`src/rtl/gpio_cmd_pkg.sv`:
```
// shared constants for the command-driven general purpose line port
package gpio_cmd_pkg;

	// register byte offsets
	localparam logic [7:0] DIR_OFFSET = 8'h00;
	localparam logic [7:0] CMD_OFFSET = 8'h04;
	localparam logic [7:0] SET_ALL_OFFSET = 8'h08;
	localparam logic [7:0] RST_REPORT_OFFSET = 8'h0C;
	localparam logic [7:0] LINE_STATE_OFFSET = 8'h10;
	localparam logic [7:0] QUERY_OFFSET = 8'h14;
	localparam logic [7:0] IRQ_STATUS_OFFSET = 8'h18;
	localparam logic [7:0] IRQ_CLEAR_OFFSET = 8'h1C;
	localparam logic [7:0] IRQ_ENABLE_OFFSET = 8'h20;
	localparam logic [7:0] SAVE_OFFSET = 8'h24;

	// command register field layout
	localparam int CMD_LINE_LSB = 0;
	localparam int CMD_LINE_MSB = 7;
	localparam int CMD_OP_LSB = 8;
	localparam int CMD_OP_MSB = 11;
	localparam int CMD_VALUE_LSB = 16;
	localparam int CMD_VALUE_MSB = 31;

	// report register field layout
	localparam int REPORT_INPUT_LSB = 16;
	localparam int QUERY_VALID_BIT = 8;

	// interrupt status bit positions
	localparam int IRQ_ERR_BIT = 0;
	localparam int IRQ_SAVE_BIT = 1;
	localparam int IRQ_BITS = 2;

	// reset values
	localparam logic [15:0] DIR_RESET = 16'h0000;
	localparam logic [15:0] RST_STATE_FACTORY = 16'hFFFF;
	localparam logic [15:0] OUT_RESET = 16'hFFFF;
	localparam logic [1:0] IRQ_ENABLE_RESET = 2'h0;

	// bus responses
	localparam logic [1:0] RESP_OKAY = 2'h0;
	localparam logic [1:0] RESP_SLVERR = 2'h2;

	// command opcodes written to the command register
	typedef enum logic [3:0] {
		OP_NONE = 4'h0,
		OP_DRIVE_HIGH = 4'h1,
		OP_DRIVE_LOW = 4'h2,
		OP_SET_RESET_STATE = 4'h3,
		OP_QUERY_RESET_STATE = 4'h4
	} cmd_op_t;

endpackage

```
`src/rtl/gpio_command_port.sv`:
```
// general purpose line port with direction mask, line commands and reset states
`timescale 1ns/100ps
// Behaviour
// - sixteen-bit direction mask, one means output
// - drive-high command sets chosen output high
// - drive-low command sets chosen output low
// - outputs go high after reset unless redefined
// - drive commands to input lines change nothing
// - reset-state command on non-output flags error
// - nonzero reset value records high, zero low
// - full report: states plus input dash marks
// - single-line query answers zero or one
// - reset-state command executes immediately, unqueued
// - reset-state changes stored to nonvolatile automatically
// - reset-state command accepted in every axis mode
// - save command stores direction mask too
// - new output starts at its reset state
// - factory reset state is high everywhere
module gpio_command_port #(
	parameter int LINES = 16
) (
	// clock and reset
	input wire logic clk,
	input wire logic sys_rst,
	// axi4-lite write address
	input wire logic [7:0] s_axi_awaddr,
	input wire logic s_axi_awvalid,
	output logic s_axi_awready,
	// axi4-lite write data
	input wire logic [31:0] s_axi_wdata,
	input wire logic [3:0] s_axi_wstrb,
	input wire logic s_axi_wvalid,
	output logic s_axi_wready,
	// axi4-lite write response
	output logic [1:0] s_axi_bresp,
	output logic s_axi_bvalid,
	input wire logic s_axi_bready,
	// axi4-lite read address
	input wire logic [7:0] s_axi_araddr,
	input wire logic s_axi_arvalid,
	output logic s_axi_arready,
	// axi4-lite read data
	output logic [31:0] s_axi_rdata,
	output logic [1:0] s_axi_rresp,
	output logic s_axi_rvalid,
	input wire logic s_axi_rready,
	// general purpose line pins
	input wire logic [15:0] gpio_in,
	output logic [15:0] gpio_out,
	output logic [15:0] gpio_oe,
	// nonvolatile parameter store
	output logic nv_store,
	output logic [15:0] nv_store_dir,
	output logic [15:0] nv_store_rst_state,
	input wire logic nv_load,
	input wire logic [15:0] nv_load_dir,
	input wire logic [15:0] nv_load_rst_state,
	// interrupt
	output logic irq
);

	// elaboration-time check: the pin and register layout is fixed at sixteen lines
	if (LINES != 16) begin
		$error("gpio_command_port supports exactly 16 lines");
	end

	// pin synchroniser, first stage read only by the second
	logic [15:0] pin_meta;
	logic [15:0] pin_sync;

	always_ff @(posedge clk) begin
		pin_meta <= gpio_in;
		pin_sync <= pin_meta;
	end

	// bus handshake state
	logic next_awready;
	logic next_wready;
	logic next_bvalid;
	logic [1:0] next_bresp;
	logic next_arready;
	logic next_rvalid;
	logic [1:0] next_rresp;
	logic [31:0] next_rdata;
	logic wr_fire;
	logic rd_fire;
	logic wr_full;
	logic wr_hit;
	logic rd_hit;
	logic [31:0] rd_word;

	// port state
	logic [15:0] dir;
	logic [15:0] rst_state;
	logic [15:0] out_level;
	logic [1:0] irq_status;
	logic [1:0] irq_enable;
	logic query_valid;
	logic query_value;
	logic [15:0] next_dir;
	logic [15:0] next_rst_state;
	logic [15:0] next_out_level;
	logic [1:0] next_irq_status;
	logic [1:0] next_irq_enable;
	logic next_query_valid;
	logic next_query_value;
	logic next_nv_store;
	logic next_irq;

	assign wr_fire = s_axi_awvalid && s_axi_awready && s_axi_wvalid && s_axi_wready;
	assign rd_fire = s_axi_arvalid && s_axi_arready;
	// commands act only on full-word writes so no half command is ever issued
	assign wr_full = (s_axi_wstrb == 4'hF);

	// write address decode
	always_comb begin
		if (s_axi_awaddr == gpio_cmd_pkg::DIR_OFFSET) begin
			wr_hit = 1'b1;
		end else if (s_axi_awaddr == gpio_cmd_pkg::CMD_OFFSET) begin
			wr_hit = 1'b1;
		end else if (s_axi_awaddr == gpio_cmd_pkg::SET_ALL_OFFSET) begin
			wr_hit = 1'b1;
		end else if (s_axi_awaddr == gpio_cmd_pkg::IRQ_CLEAR_OFFSET) begin
			wr_hit = 1'b1;
		end else if (s_axi_awaddr == gpio_cmd_pkg::IRQ_ENABLE_OFFSET) begin
			wr_hit = 1'b1;
		end else if (s_axi_awaddr == gpio_cmd_pkg::SAVE_OFFSET) begin
			wr_hit = 1'b1;
		end else begin
			wr_hit = 1'b0;
		end
	end

	// read mux; the report puts a one in the upper half for each input line
	always_comb begin
		rd_hit = 1'b1;
		rd_word = 32'h0000_0000;
		if (s_axi_araddr == gpio_cmd_pkg::DIR_OFFSET) begin
			rd_word[15:0] = dir;
		end else if (s_axi_araddr == gpio_cmd_pkg::RST_REPORT_OFFSET) begin
			rd_word[15:0] = rst_state & dir;
			rd_word[gpio_cmd_pkg::REPORT_INPUT_LSB +: 16] = ~dir;
		end else if (s_axi_araddr == gpio_cmd_pkg::LINE_STATE_OFFSET) begin
			rd_word[15:0] = (pin_sync & ~dir) | (out_level & dir);
		end else if (s_axi_araddr == gpio_cmd_pkg::QUERY_OFFSET) begin
			rd_word[0] = query_value;
			rd_word[gpio_cmd_pkg::QUERY_VALID_BIT] = query_valid;
		end else if (s_axi_araddr == gpio_cmd_pkg::IRQ_STATUS_OFFSET) begin
			rd_word[1:0] = irq_status;
		end else if (s_axi_araddr == gpio_cmd_pkg::IRQ_ENABLE_OFFSET) begin
			rd_word[1:0] = irq_enable;
		end else if (s_axi_araddr == gpio_cmd_pkg::CMD_OFFSET) begin
			rd_word = 32'h0000_0000;
		end else if (s_axi_araddr == gpio_cmd_pkg::SET_ALL_OFFSET) begin
			rd_word[15:0] = out_level;
		end else begin
			rd_hit = 1'b0;
		end
	end

	// axi4-lite handshakes: address and data taken together, one cycle later
	always_comb begin
		next_awready = 1'b0;
		next_wready = 1'b0;
		next_bvalid = s_axi_bvalid;
		next_bresp = s_axi_bresp;
		next_arready = 1'b0;
		next_rvalid = s_axi_rvalid;
		next_rresp = s_axi_rresp;
		next_rdata = s_axi_rdata;
		if (s_axi_awvalid && s_axi_wvalid && !s_axi_awready && !s_axi_bvalid) begin
			next_awready = 1'b1;
			next_wready = 1'b1;
		end
		if (wr_fire) begin
			next_bvalid = 1'b1;
			next_bresp = wr_hit ? gpio_cmd_pkg::RESP_OKAY : gpio_cmd_pkg::RESP_SLVERR;
		end else if (s_axi_bvalid && s_axi_bready) begin
			next_bvalid = 1'b0;
		end
		if (s_axi_arvalid && !s_axi_arready && !s_axi_rvalid) begin
			next_arready = 1'b1;
		end
		if (rd_fire) begin
			next_rvalid = 1'b1;
			next_rdata = rd_hit ? rd_word : 32'h0000_0000;
			next_rresp = rd_hit ? gpio_cmd_pkg::RESP_OKAY : gpio_cmd_pkg::RESP_SLVERR;
		end else if (s_axi_rvalid && s_axi_rready) begin
			next_rvalid = 1'b0;
		end
	end

	always_ff @(posedge clk) begin
		if (sys_rst) begin
			s_axi_awready <= 1'b0;
			s_axi_wready <= 1'b0;
			s_axi_bvalid <= 1'b0;
			s_axi_bresp <= gpio_cmd_pkg::RESP_OKAY;
			s_axi_arready <= 1'b0;
			s_axi_rvalid <= 1'b0;
			s_axi_rresp <= gpio_cmd_pkg::RESP_OKAY;
			s_axi_rdata <= 32'h0000_0000;
		end else begin
			s_axi_awready <= next_awready;
			s_axi_wready <= next_wready;
			s_axi_bvalid <= next_bvalid;
			s_axi_bresp <= next_bresp;
			s_axi_arready <= next_arready;
			s_axi_rvalid <= next_rvalid;
			s_axi_rresp <= next_rresp;
			s_axi_rdata <= next_rdata;
		end
	end

	// command execution; every command acts in the cycle it is written, unless a load in that same cycle wins over it
	always_comb begin
		logic [7:0] line;
		logic [3:0] op;
		logic [15:0] value;
		logic [15:0] line_bit;
		logic [15:0] new_out;
		logic err;
		logic store;
		logic [1:0] clr;
		line = s_axi_wdata[gpio_cmd_pkg::CMD_LINE_MSB:gpio_cmd_pkg::CMD_LINE_LSB];
		op = s_axi_wdata[gpio_cmd_pkg::CMD_OP_MSB:gpio_cmd_pkg::CMD_OP_LSB];
		value = s_axi_wdata[gpio_cmd_pkg::CMD_VALUE_MSB:gpio_cmd_pkg::CMD_VALUE_LSB];
		line_bit = 16'h0001 << line[3:0];
		new_out = 16'h0000;
		err = 1'b0;
		store = 1'b0;
		clr = 2'h0;
		next_dir = dir;
		next_rst_state = rst_state;
		next_out_level = out_level;
		next_irq_enable = irq_enable;
		next_query_valid = query_valid;
		next_query_value = query_value;
		if (nv_load) begin
			// restored parameters: outputs settle at the stored reset state
			next_dir = nv_load_dir;
			next_rst_state = nv_load_rst_state;
			next_out_level = nv_load_rst_state;
		end else if (wr_fire) begin
			if (s_axi_awaddr == gpio_cmd_pkg::DIR_OFFSET) begin
				// per byte lane, any value 0000..FFFF accepted
				if (s_axi_wstrb[0]) begin
					next_dir[7:0] = s_axi_wdata[7:0];
				end
				if (s_axi_wstrb[1]) begin
					next_dir[15:8] = s_axi_wdata[15:8];
				end
				new_out = next_dir & ~dir;
				next_out_level = (out_level & ~new_out) | (rst_state & new_out);
			end else if (s_axi_awaddr == gpio_cmd_pkg::CMD_OFFSET && wr_full) begin
				// no queue and no mode check: accepted in every axis mode
				if (line > 8'h0F && op != gpio_cmd_pkg::OP_NONE) begin
					err = 1'b1;
				end else if (op == gpio_cmd_pkg::OP_DRIVE_HIGH) begin
					next_out_level = out_level | (line_bit & dir);
				end else if (op == gpio_cmd_pkg::OP_DRIVE_LOW) begin
					next_out_level = out_level & ~(line_bit & dir);
				end else if (op == gpio_cmd_pkg::OP_SET_RESET_STATE) begin
					if ((dir & line_bit) == 16'h0000) begin
						err = 1'b1;
					end else begin
						if (value != 16'h0000) begin
							next_rst_state = rst_state | line_bit;
						end else begin
							next_rst_state = rst_state & ~line_bit;
						end
						store = 1'b1;
					end
				end else if (op == gpio_cmd_pkg::OP_QUERY_RESET_STATE) begin
					if ((dir & line_bit) == 16'h0000) begin
						err = 1'b1;
						next_query_valid = 1'b0;
					end else begin
						next_query_valid = 1'b1;
						next_query_value = |(rst_state & line_bit);
					end
				end else if (op != gpio_cmd_pkg::OP_NONE) begin
					err = 1'b1;
				end
			end else if (s_axi_awaddr == gpio_cmd_pkg::SET_ALL_OFFSET && wr_full) begin
				// data aimed at input lines has no effect
				next_out_level = (out_level & ~dir) | (s_axi_wdata[15:0] & dir);
			end else if (s_axi_awaddr == gpio_cmd_pkg::IRQ_CLEAR_OFFSET && s_axi_wstrb[0]) begin
				clr = s_axi_wdata[1:0];
			end else if (s_axi_awaddr == gpio_cmd_pkg::IRQ_ENABLE_OFFSET && s_axi_wstrb[0]) begin
				next_irq_enable = s_axi_wdata[1:0];
			end else if (s_axi_awaddr == gpio_cmd_pkg::SAVE_OFFSET && wr_full) begin
				store = 1'b1;
			end
		end
		next_nv_store = store;
		// set wins over a clear in the same cycle
		next_irq_status = irq_status & ~clr;
		next_irq_status[gpio_cmd_pkg::IRQ_ERR_BIT] = next_irq_status[gpio_cmd_pkg::IRQ_ERR_BIT] | err;
		next_irq_status[gpio_cmd_pkg::IRQ_SAVE_BIT] = next_irq_status[gpio_cmd_pkg::IRQ_SAVE_BIT] | store;
		next_irq = |(next_irq_status & next_irq_enable);
	end

	// store snapshot uses the post-command values so the archive is current
	always_ff @(posedge clk) begin
		if (sys_rst) begin
			dir <= gpio_cmd_pkg::DIR_RESET;
			rst_state <= gpio_cmd_pkg::RST_STATE_FACTORY;
			out_level <= gpio_cmd_pkg::OUT_RESET;
			irq_status <= 2'h0;
			irq_enable <= gpio_cmd_pkg::IRQ_ENABLE_RESET;
			query_valid <= 1'b0;
			query_value <= 1'b0;
			nv_store <= 1'b0;
			nv_store_dir <= gpio_cmd_pkg::DIR_RESET;
			nv_store_rst_state <= gpio_cmd_pkg::RST_STATE_FACTORY;
			irq <= 1'b0;
		end else begin
			dir <= next_dir;
			rst_state <= next_rst_state;
			out_level <= next_out_level;
			irq_status <= next_irq_status;
			irq_enable <= next_irq_enable;
			query_valid <= next_query_valid;
			query_value <= next_query_value;
			nv_store <= next_nv_store;
			nv_store_dir <= next_dir;
			nv_store_rst_state <= next_rst_state;
			irq <= next_irq;
		end
	end

	// pin drivers; input lines are released, not driven
	always_ff @(posedge clk) begin
		if (sys_rst) begin
			gpio_out <= gpio_cmd_pkg::OUT_RESET;
			gpio_oe <= gpio_cmd_pkg::DIR_RESET;
		end else begin
			gpio_out <= next_out_level;
			gpio_oe <= next_dir;
		end
	end

endmodule

```
`config.mk`:
```
export PLATFORM = sky130hd
export DESIGN_NAME = gpio_command_port
export DESIGN_NICKNAME = d
export VERILOG_FILES = /design/src/rtl/gpio_cmd_pkg.sv /design/src/rtl/gpio_command_port.sv
export SDC_FILE = /design/constraint.sdc
export NUM_CORES = 1
export LEC_CHECK = 0
export BUFFER_PORTS_ARGS = -buffer_cell sky130_fd_sc_hd__buf_2
export CORE_ASPECT_RATIO = 1.4
export CORE_MARGIN = 1
export CORE_UTILIZATION = 45
export DETAILED_ROUTE_END_ITERATION = 8
export PLACE_DENSITY = 0.71
export SLEW_MARGIN = 5
export SYNTH_ARGS = -nofsm -noshare
export SYNTH_HDL_FRONTEND = slang
export SYNTH_SLANG_ARGS = --single-unit
```
`constraint.sdc`:
```
create_clock -name clk -period 4 [get_ports clk]
set_input_delay 0.2 -clock clk [delete_from_list [all_inputs] [get_ports clk]]
set_output_delay 0.2 -clock clk [all_outputs]
set_load 0.01 [all_outputs]
```
After elaboration in Yosys (flattened, before gate mapping)
Cells that the tools add are included.
Storage, ports and cells
  output and inout bits: 107
  flip-flop bits (word level): 128
  bits of input ports: 108
  logic and storage cells: 226
Cells by class
  equality and inequality tests: 24
  multiplexer cells: 109
  reductions and logical operators: 40
  bitwise operators: 33
  magnitude comparators: 1
  shift-type cells: 1
Operator list (number)
  $mux 16: 32
  $and 16x16->16: 12
  $or 16x16->16: 5
  $mux 32: 2
  $mux 8: 8
  $not 16->16: 4
  $mux 1: 46
  $mux 2: 17
  $eq 8x5->1 const B: 4
  $mux 14: 2
  $eq 8x4->1 const B: 3
  $eq 8x6->1 const B: 3
  $logic_and 1x1->1: 17
  $eq 8x3->1 const B: 2
  $logic_not 16->1: 1
  $logic_not 8->1: 2
  $reduce_bool 16->1: 1
  $reduce_or 16->1: 1
  $shl 1x4->16 const A: 1
  $mux 7: 2
  $reduce_bool 2->1: 6
  $ne 2x2->1 const B: 5
  $reduce_and 10->1: 1
  $reduce_and 9->1: 1
  17 further kinds: 30

Depth between registers and ports, before layout
Gate-level depths: netlist of run 1.
  word-level depth: 16
  mapped depth: 10
  gate-level depth less buffers: 6

Worst setup path before layout of run 1
OpenSTA, ideal clock, no wires.
  path kind: flip-flop to flip-flop
  from: reg gpio_oe[0]
  to: reg (tool-made name)
  arrival: 2.208 ns
  buffers on the path: 2
  slack: 1.670 ns
  setup time: 0.122 ns
  cell stages (with the launch flop): 9
  data required time: 3.878 ns
  period minus slack after synthesis: 2.330 ns
  path through: dfxtp_1 clkbuf_1 or4b_1 a21oi_1 nor4_1 a211oi_2 buf_2 a311oi_1 a311o_1
RTL lines
  start, declared: RTL line gpio_command_port.sv:50  | output logic [15:0] gpio_oe,
  start signal, assigned: RTL line gpio_command_port.sv:337  | gpio_oe <= gpio_cmd_pkg::DIR_RESET;
  start signal, assigned: RTL line gpio_command_port.sv:340  | gpio_oe <= next_dir;

==> results of run 1 <==
[layout make-up]
cell class / instances / area (um2) / area share, %
Clock buffer: 18 / 439.2 / 4.965
Clock inverter: 14 / 171.4 / 1.938
Inverter: 28 / 105.1 / 1.188
Multi-Input combinational cell: 634 / 3973 / 44.91
Sequential cell: 126 / 2522 / 28.52
Tap cell: 192 / 240.2 / 2.716
Timing Repair Buffer: 251 / 1394 / 15.76
[layer usage]
layer	vias to the layer above	global-route usage, %
li1	3677	-
met1	3813	42.96
met2	557	57.55
met3	142	6.710
met4	0	26.44
met5	-	0
[synth_stat cells (6+ instances only)]
cell / n / area (um2)
a211oi_1: 29 / 217.7
a21o_1: 8 / 60.06
a21oi_1: 99 / 495.5
a221o_1: 19 / 190.2
a22oi_1: 7 / 52.55
a311o_1: 15 / 150.1
a311oi_1: 8 / 70.07
a31oi_1: 14 / 87.58
a41oi_1: 6 / 52.55
and2_1: 13 / 81.33
buf_1: 10 / 37.54
buf_2: 10 / 50.05
buf_4: 20 / 150.1
clkbuf_1: 62 / 232.7
dfxtp_1: 126 / 2522
inv_1: 27 / 101.4
mux2i_1: 17 / 170.2
nand2_1: 55 / 206.5
nand2b_1: 6 / 37.54
nand3_1: 43 / 215.2
nand4_1: 12 / 75.07
nor2_1: 61 / 229.0
nor2b_1: 17 / 106.4
nor3_1: 34 / 170.2
nor4_1: 16 / 100.1
o211ai_1: 11 / 82.58
o21ai_0: 23 / 115.1
o22ai_1: 21 / 131.4
[report_power, final]
group	internal, mW	switching (mW)	leakage, nW
logic	0.209	0.318	2.38
clock network	0.960	0.667	0.298
registers	1.31	0.0964	1.04
total	2.48	1.08	3.72
[worst register-to-register path, cell delays in order, from the launching register on]
cell	delay [ns]
dfxtp_1	0.37
nand3_1	0.32
o41ai_4	0.93
a31o_1	0.54
a21boi_4	0.39
o21ai_1	0.14
mux2i_1	0.21
[metrics by stage]
step                total power [mW]  area, um2
finish                         3.563       8845
global route                   3.658       8845
floorplan                      1.702       7084
CTS                            3.552       8845
detailed placement             1.934       8074
global placement               1.930       8074
[worst paths after layout]
kind	startpoint	endpoint	slack [ns]
max reg2reg	s_axi_wready	flip-flop	1.02
min	s_axi_awvalid	s_axi_wready	0.005
max	s_axi_wready	flip-flop	1.02
min reg2reg	pin_meta[9]	pin_sync[9]	0.32
[cell families (layout without fill, tap and decap cells)]
family	Yosys count	in the layout	synth area share, %
AOI/OAI and AO/OA	311	311	30.94
xor gates and xnor gates	2	2	0.2474
buffers and inverters	134	311	8.411
DFF	126	126	35.62
muxes	19	19	2.721
other	1	2	0.05296
and+or+nand+nor	300	300	22.00
[what timing repair did]
| item | CTS | global route |
|---|---|---|
| hold buffers | 16 | 0 |
| setup endpoints to repair | 0 | 0 |
| gates resized for setup | 0 | 0 |
| endpoints found under the hold margin | 16 | 0 |
| setup buffers | 0 | 0 |
==> impl_metrics.ini, run 1 <==
[yosys]
ys_warn_count = 0
seq_area_frac_synth_pct = 35.62
synth-edff-count = 0
syn-instance-count = 893
synth.distinct_cells = 75
async_reset_ff_share_pct = 0
ys_ff_latch = 126
netlist_area_um2 = 7081
ys.flop_type = dfxtp_1
syn_avg_cell_area_um2 = 7.929

[timing]
period_minus_slack_ns = 2.978
finalClockSkew_ns = 0.01141
finalSetupTns_ns = 0
tightest_slew_ns = 1.295
fmax_mhz = 335.8
setup_viol = 0
finalWorstSetupSlack_ns = 1.022
hold_violations = 0
slew_viol_final = 0
relSlewSlack_pct = 13.66
hold_slack_ns = 0.004895
period_share_pct = 74.46
rsz0062_at_grt = false

[placement]
gp_congestion = 0.9736
post-place-ws_ns = 0.7142
dpl.hpwl_mm = 20.19
dp.cells = 1215
portBuffers = 212

[hold_path]
hold_path.class = input pin to flip-flop
whs_path_depth = 3

[floorplan]
die-area_um2 = 16250
pin_count = 215
fp.dieW_um = 108.0
rows = 53
die_h_um = 150.4
coreArea_um2 = 15190
start_util_pct = 46.63

[critical_path]
slowest_stage = o41ai_4
path_class = flip-flop to flip-flop
crit_arrival_ns = 3.32
critPathBufInv = 0
cp_max_fo = 19
crit_path_start_kind = flip-flop
cp-end-kind = flip-flop
crit_required_ns = 4.34
cp.depth = 6
slowest_delay_ns = 0.93
path_cells = nand3_1 -> o41ai_4 -> a31o_1 -> a21boi_4 -> o21ai_1 -> mux2i_1
worstRegToRegCells = 6
path_delay_family = compound AO/OA/AOI/OAI gates

[clock_network]
htreeDepth = 4
clk_pin_slew_ns = 0.06
clock_path_buffers = 2
cts_sinks = 126
clk-insertion-delay-late_ns = 0.42
cts_tree = built
cts-root-buf = clkbuf_16
cts_buffers = 17

[drt]
drt-total-wl_mm = 29.19
post_drt_wl_per_cell_um = 23.11
drtIter0Drc = 725
routed-via-count = 8189
wl_met1_mm = 10.57
viasPerCell = 6.484
met3_length_mm = 2.737
routed-wl-met2_mm = 13.84
dr.pass1.iters = 7
drt.antenna.violating_nets = 0
top_layer = met4
drc_errors = 0

[layout]
postLayoutCoreUtil_pct = 58.24
fillCellCount = 1445
fin_cells = 1263
final_common_cell = buf_2
diodes = 0
layout-drive-gt1-share_pct = 26.89
final_cell_mix = buf_2, dfxtp_1, a21oi_1, nor2_1, nand2_1
area_growth_pct = 24.92
nets = 1166

[grt]
antenna_found_initial = 0
grt_max_degree = 57
grt_usage_pct = 36.07
overflow = 0
grt_pass1_vias = 7664
grt_pass1_wl_mm = 43.68

[power_and_ir_drop]
p_leak_nw = 3.716
ir_drop_uv = 261.0
powerDensity_nw_per_um2 = 402.8

[status]
outcome = complete, no violations

[job]
max_cap_violations = 0
(Power assumes the default switching activity.)
==> inputs of run 2 (changes only) <==
PLACE_DENSITY = 0.74   (was 0.71)
clock period = 2.45 ns   (was 4 ns; I/O delays follow)
==> run 2 against run 1 <==
Sequential share of layout area shrank 1.8 points. Sequential cell count is the same. Wire length grew 1.7%. Register-to-register slack got worse by 0.92 ns. Fmax up 27%. Combinational power increased by 90%. First-iteration DRC count grew 8.8%. Hold slack is essentially flat. Non-clock buffer count is 75 higher. Utilization increased by 4.0 points. Clock power increased by 63%. Sequential power is 60% higher.
==> impl_metrics.ini, run 2 (synthesis results as in run 1) <==
[clock_network]
htreeDepth = 4
cts_buffers = 17
clk-insertion-delay-late_ns = 0.42
clock_path_buffers = 2
post_cts_buffers = 0
cts_tree = built
cts-root-buf = clkbuf_16
clk_pin_slew_ns = 0.06
cts_sinks = 126

[critical_path]
r2r-start = gpio_oe[13]
critPathBufInv = 1
crit_arrival_ns = 2.66
cp-end-kind = flip-flop
worstRegToRegCells = 7
cp.depth = 7
setup.worst_path.start = gpio_oe[13]
path_class = flip-flop to flip-flop
worst-r2r-setup-slack_ns = 0.1
path_delay_family = compound AO/OA/AOI/OAI gates
path_cells = and4b_1 -> o21ai_0 -> o311a_1 -> a211oi_2 -> buf_4 -> and2_1 -> a311o_1
cp_max_fo = 17
slowest_stage = o21ai_0
crit_path_start_kind = flip-flop
slowest_delay_ns = 0.47
crit_required_ns = 2.76

[drt]
drtIter0Drc = 789
drc_errors = 0
drt-total-wl_mm = 29.70
drt.antenna.violating_nets = 0
dr.pass1.iters = 8
routed-via-count = 8470
post_drt_wl_per_cell_um = 22.20
viasPerCell = 6.330

[power_and_ir_drop]
powerDensity_nw_per_um2 = 623.6
ir_drop_uv = 451.4
p_leak_nw = 4.081
finalPower_mw = 5.896

[timing]
rsz0062_at_grt = false
relSlewSlack_pct = 52.45
hold_violations = 0
fmax_mhz = 425.4
period_share_pct = 95.95
tightest_slew_ns = 0.7068
finalSetupTns_ns = 0
finalClockSkew_ns = 0.009208
hold_slack_ns = 0.005150
period_minus_slack_ns = 2.351
slew_viol_final = 0
setup_viol = 0

[grt]
antenna_found_initial = 0
overflow = 0
grt_usage_pct = 37.00
grt_pass1_wl_mm = 44.95
grt_max_degree = 38
grt_pass1_vias = 8074

[layout]
final_cell_mix = buf_2, dfxtp_1, a21oi_1, buf_4, nor2_1
multi_input_area_um2 = 3973
area_growth_pct = 33.54
final_common_cell = buf_2
diodes = 0
fillCellCount = 1371
nets = 1241
regArea_um2 = 2522
postLayoutCoreUtil_pct = 62.26
layout-drive-gt1-share_pct = 30.28

[floorplan]
fp.dieW_um = 108.0
die_h_um = 150.4
start_util_pct = 46.63
die-area_um2 = 16250
rows = 53
coreArea_um2 = 15190
pin_count = 215

[placement]
gp_congestion = 0.9722
dpl.hpwl_mm = 21.24
portBuffers = 212

[hold_path]
hold_path.class = input pin to flip-flop

[status]
outcome = complete, no violations

[job]
max_cap_violations = 0
## run 2: changes by cell type in the layout (fill, tap and decap cells not counted), sizes merged
cell         previous run  this run
buf                   235       295
bufinv                  2         3
clkinv                  3         5
clkinvlp                1         0
dlygate4sd3            16        31
inv                    36        34
## run 2: worst min path at each step
stage                   endpoint                  from  slack [ns]  cells past startpoint
global placement    pin_meta[15]           gpio_in[15]        0.23                      1
detailed placement   pin_meta[9]            gpio_in[9]        0.23                      1
CTS                    flip-flop  nv_load_rst_state[7]       0.008                      3
global route           flip-flop  nv_load_rst_state[7]        0.02                      3
finish                 flip-flop  nv_load_rst_state[7]       0.005                      3
floorplan            pin_meta[0]            gpio_in[0]        0.15                      0
## run 2: what timing repair did
| action | 4_1_cts | 5_1_grt |
|---|---|---|
| hold buffers | 31 | 0 |
| hold endpoints to repair | 30 | 0 |
| resized for setup | 0 | 0 |
## run 2: layout make-up
| class | instances | share of cell area [%] |
|---|---|---|
| tap | 192 | 2.541 |
| clock inverter | 14 | 1.892 |
| timing repair buffer | 326 | 21.23 |
| multi-input combinational | 634 | 42.01 |
| sequential | 126 | 26.68 |
| inverter | 28 | 1.112 |
| clock buffer | 18 | 4.539 |
## run 2: worst register-to-register path, stage by stage (launching register included)
cell      delay (ns)
dfxtp_1         0.31
and4b_1         0.19
o21ai_0         0.47
o311a_1         0.37
a211oi_2        0.09
buf_4           0.23
and2_1          0.21
a311o_1         0.36
## run 2: power by group
| part | switching [mW] | leakage [nW] | internal (mW) |
|---|---|---|---|
| Sequential | 0.103 | 1.04 | 2.14 |
| Combinational | 0.593 | 2.74 | 0.410 |
| Clock | 1.03 | 0.300 | 1.62 |
## run 2: metrics by stage
step	worst slack, ns	std cells	cell area [um2]
final	0.09926	1338	9455
after floorplan	0.1196	894	7084
after CTS	0.2325	1338	9455
after detailed placement	0.01217	1275	8537
after global placement	0.04225	1275	8537
after global routing	0.01886	1338	9455
## run 2: routing by layer
layer / GRT usage, % / wire length, um / vias up / part of all wire (%)
met5: 0 / 0 / - / 0
met4: 28.15 / 2419 / 0 / 8.1
met3: 7.532 / 2954 / 159 / 9.9
met2: 60.29 / 13740 / 560 / 46
met1: 42.16 / 10590 / 3920 / 36
li1: - / - / 3831 / -
==> inputs of run 3 (changes only) <==
ABC_AREA = 1   (was unset)
CAP_MARGIN = 40   (was unset)
==> run 3 against run 2 <==
Power shrank 5.6%. Largest power group unchanged. Global-route usage shrank 0.24 points. Critical path depth grew 2. Non-clock buffer count shrank 6. Synthesized cell count grew 16%. Via count grew 4.0%. Fmax grew 14%. Hold slack gained 0.0036 ns. Register-to-register slack gained 0.30 ns. First-iteration DRC count grew 15%.
==> impl_metrics.ini, run 3 <==
[drt]
viasPerCell = 5.868
drt-total-wl_mm = 28.86
dr.pass1.iters = 6
drc_errors = 0
drt.antenna.violating_nets = 0
post_drt_wl_per_cell_um = 19.23
routed-via-count = 8808
drtIter0Drc = 905

[layout]
layout-drive-gt1-share_pct = 24.37
fillCellCount = 1428
final_common_cell = nand2_1
postLayoutCoreUtil_pct = 61.93
final_cell_mix = nand2_1, buf_2, dfxtp_1, o21ai_0, nand3_1
area_growth_pct = 34.30
nets = 1404
multi_input_area_um2 = 3642
diodes = 0
regArea_um2 = 2522

[grt]
overflow = 0
grt_pass1_wl_mm = 44.33
grt_usage_pct = 36.75
grt_pass1_vias = 8459
antenna_found_initial = 0
grt_max_degree = 68

[clock_network]
htreeDepth = 4
post_cts_resized = 0
clock_path_buffers = 2
cts-root-buf = clkbuf_16
clk_pin_slew_ns = 0.07
clk-insertion-delay-late_ns = 0.43
cts_tree = built
cts_buffers = 17
cts_sinks = 126

[job]
max_cap_violations = 0

[critical_path]
r2r-end = irq
crit_end = irq
crit_required_ns = 2.78
crit_path_start_kind = flip-flop
cp-end-kind = flip-flop
crit_arrival_ns = 2.38
path_class = flip-flop to flip-flop
worstRegToRegCells = 9
setup.worst_path.start = s_axi_wready
r2r-start = s_axi_wready
worst-r2r-setup-slack_ns = 0.40
cp_max_fo = 6

[timing]
setup_viol = 0
slew_viol_final = 0
rsz0062_at_grt = false
finalWorstSetupSlack_ns = 0.3959
finalClockSkew_ns = 0.008467
relSlewSlack_pct = 51.31
finalSetupTns_ns = 0
hold_slack_ns = 0.008736
tightest_slew_ns = 0.7304
period_minus_slack_ns = 2.054
hold_violations = 0
fmax_mhz = 486.8
period_share_pct = 83.84

[placement]
dpl.hpwl_mm = 20.89
gp_congestion = 0.9835
portBuffers = 212
post-place-ws_ns = 0.2310

[floorplan]
pin_count = 215
fp.dieW_um = 107.0
die_h_um = 149.0
coreArea_um2 = 15050
rows = 53
die-area_um2 = 15930
start_util_pct = 46.11

[yosys]
netlist.area_leader.share_pct = 36.34
ys.flop_type = dfxtp_1
ys_warn_count = 0
ys_ff_latch = 126
syn-instance-count = 1038
syn_avg_cell_area_um2 = 6.688
yosysMostFrequentCell = nand2_1
async_reset_ff_share_pct = 0
synth-edff-count = 0
seq_area_frac_synth_pct = 36.34
synth_area_leaders = dfxtp_1, nand2_1, o21ai_0
synth_commonest_cells = nand2_1, dfxtp_1, o21ai_0
synth.distinct_cells = 39
netlist_area_um2 = 6942
yosysTopAreaCell = dfxtp_1

[power_and_ir_drop]
ir_drop_uv = 388.3
finalPower_mw = 5.566
p_leak_nw = 4.285
powerDensity_nw_per_um2 = 597.1

[status]
outcome = complete, no violations

[hold_path]
hold_path.class = input pin to flip-flop
## run 3: cell count changes in the layout (fill, tap and decap cells not counted), sizes merged, moves of 19 or more
cell    delta
a211oi    -26
a21oi     -41
a221o     -19
buf       -20
inv       +63
nand2    +185
nand3     +51
nand4     +42
nor3      -24
o211ai    +41
o21ai     +81
o22ai     -19
## run 3: metal layers
metal  vias up  track usage [%]  wire length, um
li1       4088                -                -
met1      4021            45.20            10820
met2       565            59.39            13560
met3       134            6.684             2873
met4         0            22.33             1602
met5         -                0                0
## run 3: logic make-up (layout without fill, tap and decap cells)
kind of cell	Yosys count	count (layout)	share of synthesized area (%)
flops	126	126	36.34
other cells	1	2	0.05402
buf+inv	171	441	11.25
compound gates	253	253	21.09
simple gates	487	487	31.27
## run 3: metrics by stage
| step | area [um2] | std cells |
|---|---|---|
| after floorplan | 6945 | 1039 |
| after global placement | 8283 | 1422 |
| after detailed placement | 8302 | 1424 |
| after CTS | 9323 | 1501 |
| after global routing | 9323 | 1501 |
| final | 9323 | 1501 |
## run 3: area by class of cell
| type | count | area share (%) |
|---|---|---|
| inverter | 89 | 3.583 |
| tap | 192 | 2.577 |
| timing repair buffer | 320 | 21.59 |
| clock inverter | 15 | 1.557 |
| clock buffer | 17 | 4.563 |
| sequential | 126 | 27.06 |
| multi-input combinational | 742 | 39.07 |
## run 3: what timing repair did
item                                   CTS  global route
hold buffers                            45             0
endpoints found under the hold margin   44             0
setup buffers                            0             0
setup endpoints to repair                0             0
## run 3: where the power goes
group          internal, mW  switching [mW]  total (mW)
logic                 0.325           0.516       0.841
clock network          1.35            1.13        2.48
registers              2.15          0.0996        2.25
total                  3.82            1.75        5.57
## run 3: worst min-delay path by stage
stage                                      from     endpoint  cells past startpoint  slack (ns)
after global routing      nv_load_rst_state[13]    flip-flop                      3        0.02
after global placement               gpio_in[5]  pin_meta[5]                      1        0.23
final                     nv_load_rst_state[13]    flip-flop                      3       0.009
after floorplan                      gpio_in[0]  pin_meta[0]                      0        0.15
after detailed placement             gpio_in[8]  pin_meta[8]                      1        0.23
after CTS                 nv_load_rst_state[13]    flip-flop                      3      0.0008
## run 3: worst max-delay path, cell delays in order, from the launching register on
cell,delay (ns)
dfxtp_1,0.35
nand3_1,0.34
nor2_1,0.26
nand2_1,0.16
nor2_1,0.27
nand3_1,0.13
o21ai_0,0.22
nand2_1,0.10
nand2_1,0.06
nand2_1,0.05
